===== src/hw/slp_consts.svh =====
// Register offsets, reset values and scaling constants of the slider block
`ifndef SLP_CONSTS_SVH
`define SLP_CONSTS_SVH
`define SLP_OFS_HYST 8'h29
`define SLP_OFS_NORM_HI 8'h2B
`define SLP_OFS_NORM_LO 8'h2C
`define SLP_OFS_AVG 8'h2D
`define SLP_OFS_NEG 8'h2E
`define SLP_OFS_CNT 8'h2F
`define SLP_OFS_MOVE 8'h30
`define SLP_OFS_POS_HI 8'h31
`define SLP_OFS_POS_LO 8'h32
`define SLP_RST_HYST 8'h03
`define SLP_RST_NORM 16'h0180
`define SLP_RST_AVG 8'h50
`define SLP_RST_NEG 8'h50
`define SLP_RST_CNT 8'h01
`define SLP_RST_MOVE 8'h02
`define SLP_THR_ZEROS 2'b00
`define SLP_NORM_SHIFT 5
`define SLP_NORM_W 11
`define SLP_PCT_FULL 8'h64
`endif


===== src/hw/slp_pkg.sv =====
// Types shared by the slider position processing modules
package slp_pkg;
  typedef logic [7:0] slp_byte_t;
  typedef enum {SLP_IDLE, SLP_DIV} slp_state_t;
endpackage : slp_pkg


===== src/hw/slp_div_if.sv =====
// Request and answer signals between slider logic and its divider
`timescale 1ns/100ps
`default_nettype none
interface slp_div_if #(parameter int NW = 36, parameter int DW = 19);
  logic start;
  logic [NW-1:0] dividend;
  logic [DW-1:0] divisor;
  logic done;
  logic [NW-1:0] quotient;
  modport master(output start, dividend, divisor, input done, quotient);
  modport slave(input start, dividend, divisor, output done, quotient);
endinterface : slp_div_if
`default_nettype wire


===== src/hw/slp_divider.sv =====
// Sequential restoring divider, one quotient bit per clock
`timescale 1ns/100ps
`default_nettype none
module slp_divider #(
  parameter int NW = 36,
  parameter int DW = 19
) (
  input wire logic clk,
  input wire logic rstn,
  slp_div_if.slave div
);
  localparam int CW = $clog2(NW + 1);
  logic busy, next_busy;
  logic done, next_done;
  logic [CW-1:0] cnt, next_cnt;
  logic [NW-1:0] quo, next_quo;
  logic [DW-1:0] rem, next_rem;
  logic [DW-1:0] dvs, next_dvs;
  logic [DW:0] shifted;

  always_comb begin
    next_busy = busy;
    next_done = 1'b0;
    next_cnt = cnt;
    next_quo = quo;
    next_rem = rem;
    next_dvs = dvs;
    shifted = {rem, quo[NW-1]};
    if (div.start) begin
      next_busy = 1'b1;
      next_cnt = CW'(NW);
      next_quo = div.dividend;
      next_rem = '0;
      next_dvs = div.divisor;
    end else if (busy) begin
      if (shifted >= {1'b0, dvs}) begin
        next_rem = DW'(shifted - {1'b0, dvs});
        next_quo = {quo[NW-2:0], 1'b1};
      end else begin
        next_rem = shifted[DW-1:0];
        next_quo = {quo[NW-2:0], 1'b0};
      end
      next_cnt = CW'(cnt - 1'b1);
      if (cnt == CW'(1)) begin
        next_busy = 1'b0;
        next_done = 1'b1;
      end
    end
  end

  always_ff @(posedge clk) begin
    if (!rstn) begin
      busy <= 1'b0;
      done <= 1'b0;
      cnt <= '0;
      quo <= '0;
      rem <= '0;
      dvs <= '0;
    end else begin
      busy <= next_busy;
      done <= next_done;
      cnt <= next_cnt;
      quo <= next_quo;
      rem <= next_rem;
      dvs <= next_dvs;
    end
  end

  assign div.done = done;
  assign div.quotient = quo;
endmodule : slp_divider
`default_nettype wire


===== src/hw/slp_slider.sv =====
// Slider pressure, position, movement and compensation evaluation
// How it works
// Hold averaging while ticks exceed register times four
// Negative compensation threshold is register times four
// Count limit 1..255 samples, zero never programmed
// Movement threshold is percent, one per count
// Move flag only when step exceeds threshold
// Pressure sums excess ticks above sensor thresholds
// Released at zero pressure, touched above hysteresis
// Position is norm/32 times weighted mean index
// Norm is high byte followed by low byte
// Position held 16 bits, read as two bytes
// Position clamped between zero and norm/32*(N-1)
// Long run below negative threshold triggers compensation
// Touch hysteresis is register times four
// Scaling norm resets to 0x0180
// Rise sets move high, fall sets move low
`timescale 1ns/100ps
`default_nettype none
`include "slp_consts.svh"
module slp_slider #(
  parameter int N = 8,
  parameter int TW = 16
) (
  input wire logic clk,
  input wire logic rstn,
  input wire logic scanStrobe,
  input wire logic [N*TW-1:0] tickDiff,
  input wire logic [N*TW-1:0] sensorTouchThreshold,
  input wire slp_pkg::slp_byte_t regAddr,
  input wire slp_pkg::slp_byte_t regWrData,
  input wire logic regWrEn,
  input wire logic regRdEn,
  output slp_pkg::slp_byte_t regRdData,
  output logic [TW+$clog2(N)-1:0] sliderTouchPressure,
  output logic [15:0] sliderFingerPosition,
  output logic sliderTouched,
  output logic moveHigh,
  output logic moveLow,
  output logic averagingHold,
  output logic compensationTrigger
);
  import slp_pkg::*;
  localparam int SW = TW + $clog2(N);
  localparam int WW = SW + $clog2(N);
  localparam int NW = WW + `SLP_NORM_W;
  localparam int PW = `SLP_NORM_W + $clog2(N);

  slp_byte_t hysteresis, averagingThreshold, negativeThreshold;
  slp_byte_t countLimit, movementThreshold;
  slp_byte_t normHigh, normLow;
  slp_byte_t next_hysteresis, next_averagingThreshold;
  slp_byte_t next_negativeThreshold, next_countLimit;
  slp_byte_t next_movementThreshold, next_normHigh, next_normLow;
  slp_byte_t next_regRdData;

  // Register writes and registered read-back
  always_comb begin
    next_hysteresis = hysteresis;
    next_averagingThreshold = averagingThreshold;
    next_negativeThreshold = negativeThreshold;
    next_countLimit = countLimit;
    next_movementThreshold = movementThreshold;
    next_normHigh = normHigh;
    next_normLow = normLow;
    next_regRdData = regRdData;
    if (regWrEn) begin
      case (regAddr)
        `SLP_OFS_HYST: next_hysteresis = regWrData;
        `SLP_OFS_NORM_HI: next_normHigh = regWrData;
        `SLP_OFS_NORM_LO: next_normLow = regWrData;
        `SLP_OFS_AVG: next_averagingThreshold = regWrData;
        `SLP_OFS_NEG: next_negativeThreshold = regWrData;
        `SLP_OFS_CNT: next_countLimit = regWrData;
        `SLP_OFS_MOVE: next_movementThreshold = regWrData;
        default: ;
      endcase
    end
    if (regRdEn) begin
      case (regAddr)
        `SLP_OFS_HYST: next_regRdData = hysteresis;
        `SLP_OFS_NORM_HI: next_regRdData = normHigh;
        `SLP_OFS_NORM_LO: next_regRdData = normLow;
        `SLP_OFS_AVG: next_regRdData = averagingThreshold;
        `SLP_OFS_NEG: next_regRdData = negativeThreshold;
        `SLP_OFS_CNT: next_regRdData = countLimit;
        `SLP_OFS_MOVE: next_regRdData = movementThreshold;
        `SLP_OFS_POS_HI: next_regRdData = sliderFingerPosition[15:8];
        `SLP_OFS_POS_LO: next_regRdData = sliderFingerPosition[7:0];
        default: next_regRdData = '0;
      endcase
    end
  end

  localparam logic [15:0] NORM_RST = `SLP_RST_NORM;
  always_ff @(posedge clk) begin
    if (!rstn) begin
      hysteresis <= `SLP_RST_HYST;
      normHigh <= NORM_RST[15:8];
      normLow <= NORM_RST[7:0];
      averagingThreshold <= `SLP_RST_AVG;
      negativeThreshold <= `SLP_RST_NEG;
      countLimit <= `SLP_RST_CNT;
      movementThreshold <= `SLP_RST_MOVE;
      regRdData <= '0;
    end else begin
      hysteresis <= next_hysteresis;
      normHigh <= next_normHigh;
      normLow <= next_normLow;
      averagingThreshold <= next_averagingThreshold;
      negativeThreshold <= next_negativeThreshold;
      countLimit <= next_countLimit;
      movementThreshold <= next_movementThreshold;
      regRdData <= next_regRdData;
    end
  end

  // Derived thresholds and scaling
  logic [15:0] scalingNorm;
  logic [`SLP_NORM_W-1:0] normStep;
  logic [9:0] avgLimit, negLimit, hystLimit;
  logic [PW-1:0] positionUpperLimit;
  logic [PW+7:0] moveProduct;
  logic [PW-1:0] moveLimit;
  assign scalingNorm = {normHigh, normLow};
  assign normStep = scalingNorm[15:`SLP_NORM_SHIFT];
  assign avgLimit = {averagingThreshold, `SLP_THR_ZEROS};
  assign negLimit = {negativeThreshold, `SLP_THR_ZEROS};
  assign hystLimit = {hysteresis, `SLP_THR_ZEROS};
  assign positionUpperLimit = PW'(normStep * (N - 1));
  assign moveProduct = (PW + 8)'(positionUpperLimit * movementThreshold);
  assign moveLimit = PW'(moveProduct / `SLP_PCT_FULL);

  // Per-sensor excess, weighted sums and threshold crossings
  logic [TW-1:0] excess [N];
  logic [SW-1:0] sumExcess;
  logic [WW-1:0] sumWeighted;
  logic anyAbove, anyBelow;
  logic signed [TW:0] tickX, thrX, avgX, negX;
  always_comb begin
    sumExcess = '0;
    sumWeighted = '0;
    anyAbove = 1'b0;
    anyBelow = 1'b0;
    tickX = '0;
    thrX = '0;
    avgX = $signed({{(TW-9){1'b0}}, avgLimit});
    negX = $signed((TW + 1)'(0) - {{(TW-9){1'b0}}, negLimit});
    for (int i = 0; i < N; i++) begin
      tickX = $signed({tickDiff[i*TW+TW-1], tickDiff[i*TW +: TW]});
      thrX = $signed({1'b0, sensorTouchThreshold[i*TW +: TW]});
      excess[i] = (tickX > thrX) ? TW'(tickX - thrX) : '0;
      sumExcess = SW'(sumExcess + excess[i]);
      sumWeighted = WW'(sumWeighted + WW'(excess[i]) * WW'(i));
      if (tickX > avgX) anyAbove = 1'b1;
      if (tickX < negX) anyBelow = 1'b1;
    end
  end

  slp_div_if #(.NW(NW), .DW(SW)) divBus();
  slp_state_t state, next_state;
  assign divBus.start = scanStrobe && (state == SLP_IDLE)
                        && (sumExcess != '0);
  assign divBus.dividend = NW'(normStep * sumWeighted);
  assign divBus.divisor = sumExcess;

  slp_divider #(.NW(NW), .DW(SW)) divUnit (
    .clk(clk),
    .rstn(rstn),
    .div(divBus)
  );

  logic [SW-1:0] next_sliderTouchPressure;
  logic [15:0] next_sliderFingerPosition, prevPosition, next_prevPosition;
  logic [15:0] newPosition;
  logic prevValid, next_prevValid;
  logic next_sliderTouched, next_moveHigh, next_moveLow;
  logic next_averagingHold, next_compensationTrigger;
  logic [7:0] negCount, next_negCount;
  logic [8:0] negCountInc;

  // Scan evaluation and position update
  always_comb begin
    next_state = state;
    next_sliderTouchPressure = sliderTouchPressure;
    next_sliderFingerPosition = sliderFingerPosition;
    next_prevPosition = prevPosition;
    next_prevValid = prevValid;
    next_sliderTouched = sliderTouched;
    next_moveHigh = moveHigh;
    next_moveLow = moveLow;
    next_averagingHold = averagingHold;
    next_compensationTrigger = 1'b0;
    next_negCount = negCount;
    negCountInc = {1'b0, negCount} + 9'h001;
    newPosition = (divBus.quotient > NW'(positionUpperLimit))
                  ? 16'(positionUpperLimit) : divBus.quotient[15:0];
    case (state)
      SLP_IDLE: begin
        if (scanStrobe) begin
          next_sliderTouchPressure = sumExcess;
          if (sumExcess == '0) begin
            next_sliderTouched = 1'b0;
            next_prevValid = 1'b0;
            next_moveHigh = 1'b0;
            next_moveLow = 1'b0;
          end else begin
            if (SW'(hystLimit) < sumExcess) next_sliderTouched = 1'b1;
            next_state = SLP_DIV;
          end
          next_averagingHold = anyAbove;
          if (anyBelow) begin
            if (negCountInc >= {1'b0, countLimit}) begin
              next_compensationTrigger = 1'b1;
              next_negCount = '0;
            end else begin
              next_negCount = negCountInc[7:0];
            end
          end else begin
            next_negCount = '0;
          end
        end
      end
      SLP_DIV: begin
        if (divBus.done) begin
          next_sliderFingerPosition = newPosition;
          next_prevPosition = newPosition;
          next_prevValid = 1'b1;
          next_moveHigh = prevValid && (newPosition > prevPosition)
            && ((newPosition - prevPosition) > 16'(moveLimit));
          next_moveLow = prevValid && (prevPosition > newPosition)
            && ((prevPosition - newPosition) > 16'(moveLimit));
          next_state = SLP_IDLE;
        end
      end
      default: next_state = SLP_IDLE;
    endcase
  end

  always_ff @(posedge clk) begin
    if (!rstn) begin
      state <= SLP_IDLE;
      sliderTouchPressure <= '0;
      sliderFingerPosition <= '0;
      prevPosition <= '0;
      prevValid <= 1'b0;
      sliderTouched <= 1'b0;
      moveHigh <= 1'b0;
      moveLow <= 1'b0;
      averagingHold <= 1'b0;
      compensationTrigger <= 1'b0;
      negCount <= '0;
    end else begin
      state <= next_state;
      sliderTouchPressure <= next_sliderTouchPressure;
      sliderFingerPosition <= next_sliderFingerPosition;
      prevPosition <= next_prevPosition;
      prevValid <= next_prevValid;
      sliderTouched <= next_sliderTouched;
      moveHigh <= next_moveHigh;
      moveLow <= next_moveLow;
      averagingHold <= next_averagingHold;
      compensationTrigger <= next_compensationTrigger;
      negCount <= next_negCount;
    end
  end
endmodule : slp_slider
`default_nettype wire


===== config.mk =====
export PLATFORM = sky130hd
export DESIGN_NAME = slp_slider
export DESIGN_NICKNAME = d
export VERILOG_FILES = /design/src/hw/slp_pkg.sv /design/src/hw/slp_div_if.sv /design/src/hw/slp_divider.sv /design/src/hw/slp_slider.sv
export VERILOG_INCLUDE_DIRS = /design/src /design/src/hw
export SDC_FILE = /design/constraint.sdc
export NUM_CORES = 2
export LEC_CHECK = 0
export BUFFER_PORTS_ARGS = -buffer_cell sky130_fd_sc_hd__buf_4
export CELL_PAD_IN_SITES_DETAIL_PLACEMENT = 1
export CELL_PAD_IN_SITES_GLOBAL_PLACEMENT = 2
export CORE_MARGIN = 5
export CORE_UTILIZATION = 35
export DETAILED_ROUTE_END_ITERATION = 8
export PLACE_DENSITY_LB_ADDON = 0.1
export SYNTH_ARGS = -nofsm -noshare
export SYNTH_HDL_FRONTEND = slang
export SYNTH_SLANG_ARGS = --single-unit

===== constraint.sdc =====
create_clock -name clk -period 16.5 [get_ports clk]
set_input_delay 0.825 -clock clk [delete_from_list [all_inputs] [get_ports clk]]
set_output_delay 0.825 -clock clk [all_outputs]
set_load 0.02 [all_outputs]

==> results_dict.tcl <==
set metrics [dict create \
    clkTransAtPathRegs_ns 0.09 \
    total_power_mw 7.52 \
    cts_max_level 4 \
    clock-root-buffer "clkbuf_16" \
    grt_first_pass_wirelength_microns 264000 \
    slowest_stage "fa_1" \
    outcome "finished, violations left" \
    hp-class "reg2reg" \
    dieArea_sq_um 133000 \
    totalWireLength_microns 175000 \
    grt_pass1_vias 43300 \
    drt_pass1_iterations 7 \
    yosys_warnings 0 \
    cts_tree "built" \
    reg2reg_to "moveHigh" \
    critPathMaxFanout 5 \
    min-delay-start "divUnit.dvs[12]" \
    place_congestion 0.898 \
    arrival_ns 17.36 \
    grt_overflow_total 0 \
    cp_common_cell "buf_4" \
    met3WireLength_microns 3850 \
    critical_path_required_ns 16.93 \
    fmax_mhz 59.1 \
    min_period_ns 16.92 \
    finalHoldViolations 0 \
    slowest_delay_ns 0.53 \
    clock_sinks 193 \
    die_h_microns 364 \
    rsz0062_at_grt "yes" \
    leakage_nw 27.2 \
    fp.coreArea_sq_um 125000 \
    cts_hold_buffers 0 \
    wl_met1_microns 74100 \
    synth_ff_type "dfxtp_1" \
    async_reset_ff_frac 0 \
    grt_max_degree 73 \
    nets 7337 \
    dp_slack_ns -1.11 \
    ir_worst_vdd_uv 237 \
    antenna_found_initial 2 \
    ys_ff_latch 193 \
    r2r_cells 85 \
    worst_pin_slew_ns 1.15 \
    crit_start "normLow[6]" \
    dr_wl_met2_microns 91900 \
    cts_made_buffers 17 \
    skew_ns 0.0250 \
    reg2reg_slack_ns -0.42 \
    setup_violations 2 \
    vias 39600 \
    topRoutingLayerUsed "met4" \
    drcViolationCount 0 \
    vias_per_cell 5.22 \
    die_w_microns 364 \
    io_pins 325 \
    path_class "reg2reg" \
    areaGrowthSynthToFinish_pct 22.6 \
    slew_violations 0 \
    yosysSeqAreaShare 0.0879 \
    max_cap_viol_count 0 \
    start_kind "register" \
    ctsLongestPathBuffers 2 \
    synth_edf_count 0 \
    synth_cell_types 116 \
    io_buffers 324 \
    period_share 1.03 \
    grtUsageTotal 0.261 \
    power_density_nw_per_um2 140 \
    antenna_left 0 \
    layout_setup_ws_ns -0.422 \
    drive_above_1_share 0.195 \
    rr_startpoint "normLow[6]" \
    row_count 130 \
    post_synth.cell_area_avg_sq_um 8.39 \
    dpl.hpwl_microns 150000 \
    drt_iter0_drc 1659 \
    slew_headroom 0.229 \
    clock_latency_ns 0.50 \
    start_util 0.351 \
    wire_per_inst_microns 23.1 \
    endpoint "moveHigh" \
    syn_area_sq_um 44000 \
    violations "negative setup slack" \
    worst_setup_path_end_kind "register" \
    synthCells 5238 \
]
## registers in the layout, summed over array words and instances (netlist names)
| signal | cells |
|---|---|
| prevValid | 1 |
| negCount | 8 |
| divUnit.dvs | 19 |
| divUnit.div.done | 1 |
| divUnit.cnt | 6 |
| sliderTouchPressure | 19 |
| prevPosition | 16 |
| divUnit.div.quotient | 33 |
| state | 1 |
| averagingHold | 1 |
| averagingThreshold | 8 |
| normHigh | 8 |
| compensationTrigger | 1 |
| countLimit | 8 |
| moveHigh | 1 |
| negativeThreshold | 8 |
| normLow | 8 |
| hysteresis | 8 |
| divUnit.rem | 19 |
| movementThreshold | 8 |
| sliderTouched | 1 |
| divUnit.busy | 1 |
| moveLow | 1 |
| regRdData | 8 |
## worst min path at each step
stage	to	slack, ns	cells past startpoint
after floorplan	divUnit.dvs[10]	0.44	2
after global placement	divUnit.dvs[11]	0.44	2
after detailed placement	divUnit.dvs[12]	0.45	2
after CTS	divUnit.dvs[12]	0.46	2
after global routing	divUnit.dvs[13]	0.48	2
final	divUnit.dvs[12]	0.46	2
## cell usage after synthesis (10+ instances only)
master      n  area, sq um
a21oi_1   365         1830
o21a_1     31          233
o21bai_1   98          736
nand2b_1   82          513
nor4_1     36          225
nor2b_1    68          425
a21o_1    197         1480
inv_1     840         3150
o211ai_1   13         97.6
nand2_1   463         1740
o21ai_1    12         60.1
nand4b_1   12          105
o21ai_0   149          746
a221oi_1   15          131
clkbuf_1  139          522
or4_1      12         90.1
fa_1      510        10200
nor4b_1    14          123
mux2_2     10          113
xnor2_1   148         1300
nand4_1    60          375
o22ai_1    21          131
nor3_1     48          240
buf_2      15         75.1
a31oi_1    21          131
xor2_1    141         1230
nand3_1    84          420
a211oi_1   68          510
a22oi_1    12         90.1
mux2i_1   101         1010
nor2_1    215          807
ha_1      632         7910
dfxtp_1   193         3860
and2_1    196         1230
## layout make-up
class / instances / area [sq um]
clock inverter: 14 / 184
sequential: 193 / 3870
timing repair buffer: 826 / 6320
inverter: 843 / 3170
tap: 1650 / 2060
fill: 14900 / 71400
antenna: 4 / 10.0
multi-input combinational: 4037 / 37800
clock buffer: 18 / 439
## per-layer routing
layer / track usage / vias up
met5: 0 / -
met4: 0.0715 / 0
met3: 0.0180 / 163
met2: 0.497 / 499
met1: 0.315 / 20100
li1: - / 18800
## through the flow
step / hold WS, ns / TNS (ns) / util / std cells / cell area [sq um]
2_1_floorplan: 0.436 / 0 / - / 5240 / 44100
3_3_place_gp: 0.443 / -1.68 / 0.408 / 7470 / 51100
3_5_place_dp: 0.447 / -2.33 / 0.408 / 7470 / 51100
4_1_cts: 0.460 / -1.10 / 0.419 / 7533 / 52400
5_1_grt: 0.479 / -2.48 / 0.430 / 7582 / 53900
6_report: 0.456 / -0.789 / 0.430 / 7585 / 53900
## what timing repair did
item / CTS / global route
gates cloned: 1 / 0
gates resized for setup: 79 / 220
pin swaps: 44 / 134
buffers inserted: 32 / 50
endpoints found under the setup margin: 2 / 9
## worst max-delay path: cells and delay by family, from the launching register on
kind	cells	cell delay (ns)
compound gates	40	7.02
xor+xnor	3	0.55
fa+ha+maj	9	3.64
buf+inv	17	2.50
flops	1	0.36
simple gates	16	2.83
## logic make-up (layout without fill, tap and decap cells)
kind of cell,Yosys count,count (layout),share of synthesized area
buffers and inverters,1010,1701,0.0873
and+or+nand+nor,1345,1345,0.152
other,2,8,0.000171
DFF,193,193,0.0879
xor gates and xnor gates,299,299,0.0613
AOI/OAI and AO/OA,1129,1129,0.171
adders and majority gates,1145,1145,0.413
muxes,115,115,0.0272
## where the power goes
group          switching, mW  internal [mW]  total [mW]
Combinational           3.70           2.80        6.49
Sequential            0.0454          0.521       0.566
Clock                  0.235          0.224       0.459
## cell usage in the layout, fill, tap and decap left out, types with 13 or more instances in the layout
cell type / Yosys / layout
inv_1: 840 / 837
buf_4: 3 / 796
ha_1: 632 / 626
fa_1: 510 / 509
nand2_1: 463 / 451
a21oi_1: 365 / 327
nor2_1: 215 / 203
a21o_1: 197 / 197
and2_1: 196 / 192
dfxtp_1: 193 / 188
xor2_1: 141 / 135
xnor2_1: 148 / 133
o21ai_0: 149 / 128
mux2i_1: 101 / 100
o21bai_1: 98 / 97
nand2b_1: 82 / 79
nand3_1: 84 / 78
nor2b_1: 68 / 67
nand4_1: 60 / 60
a211oi_1: 68 / 60
a21oi_2: 5 / 37
nor3_1: 48 / 36
nor4_1: 36 / 30
o21a_1: 31 / 30
buf_6: 2 / 27
o21ai_1: 12 / 19
clkbuf_16: 0 / 17
xnor2_2: 6 / 16
a31oi_1: 21 / 16
o22ai_1: 21 / 16
o211ai_1: 13 / 13
Note: power is estimated with default switching activity, not from simulation.
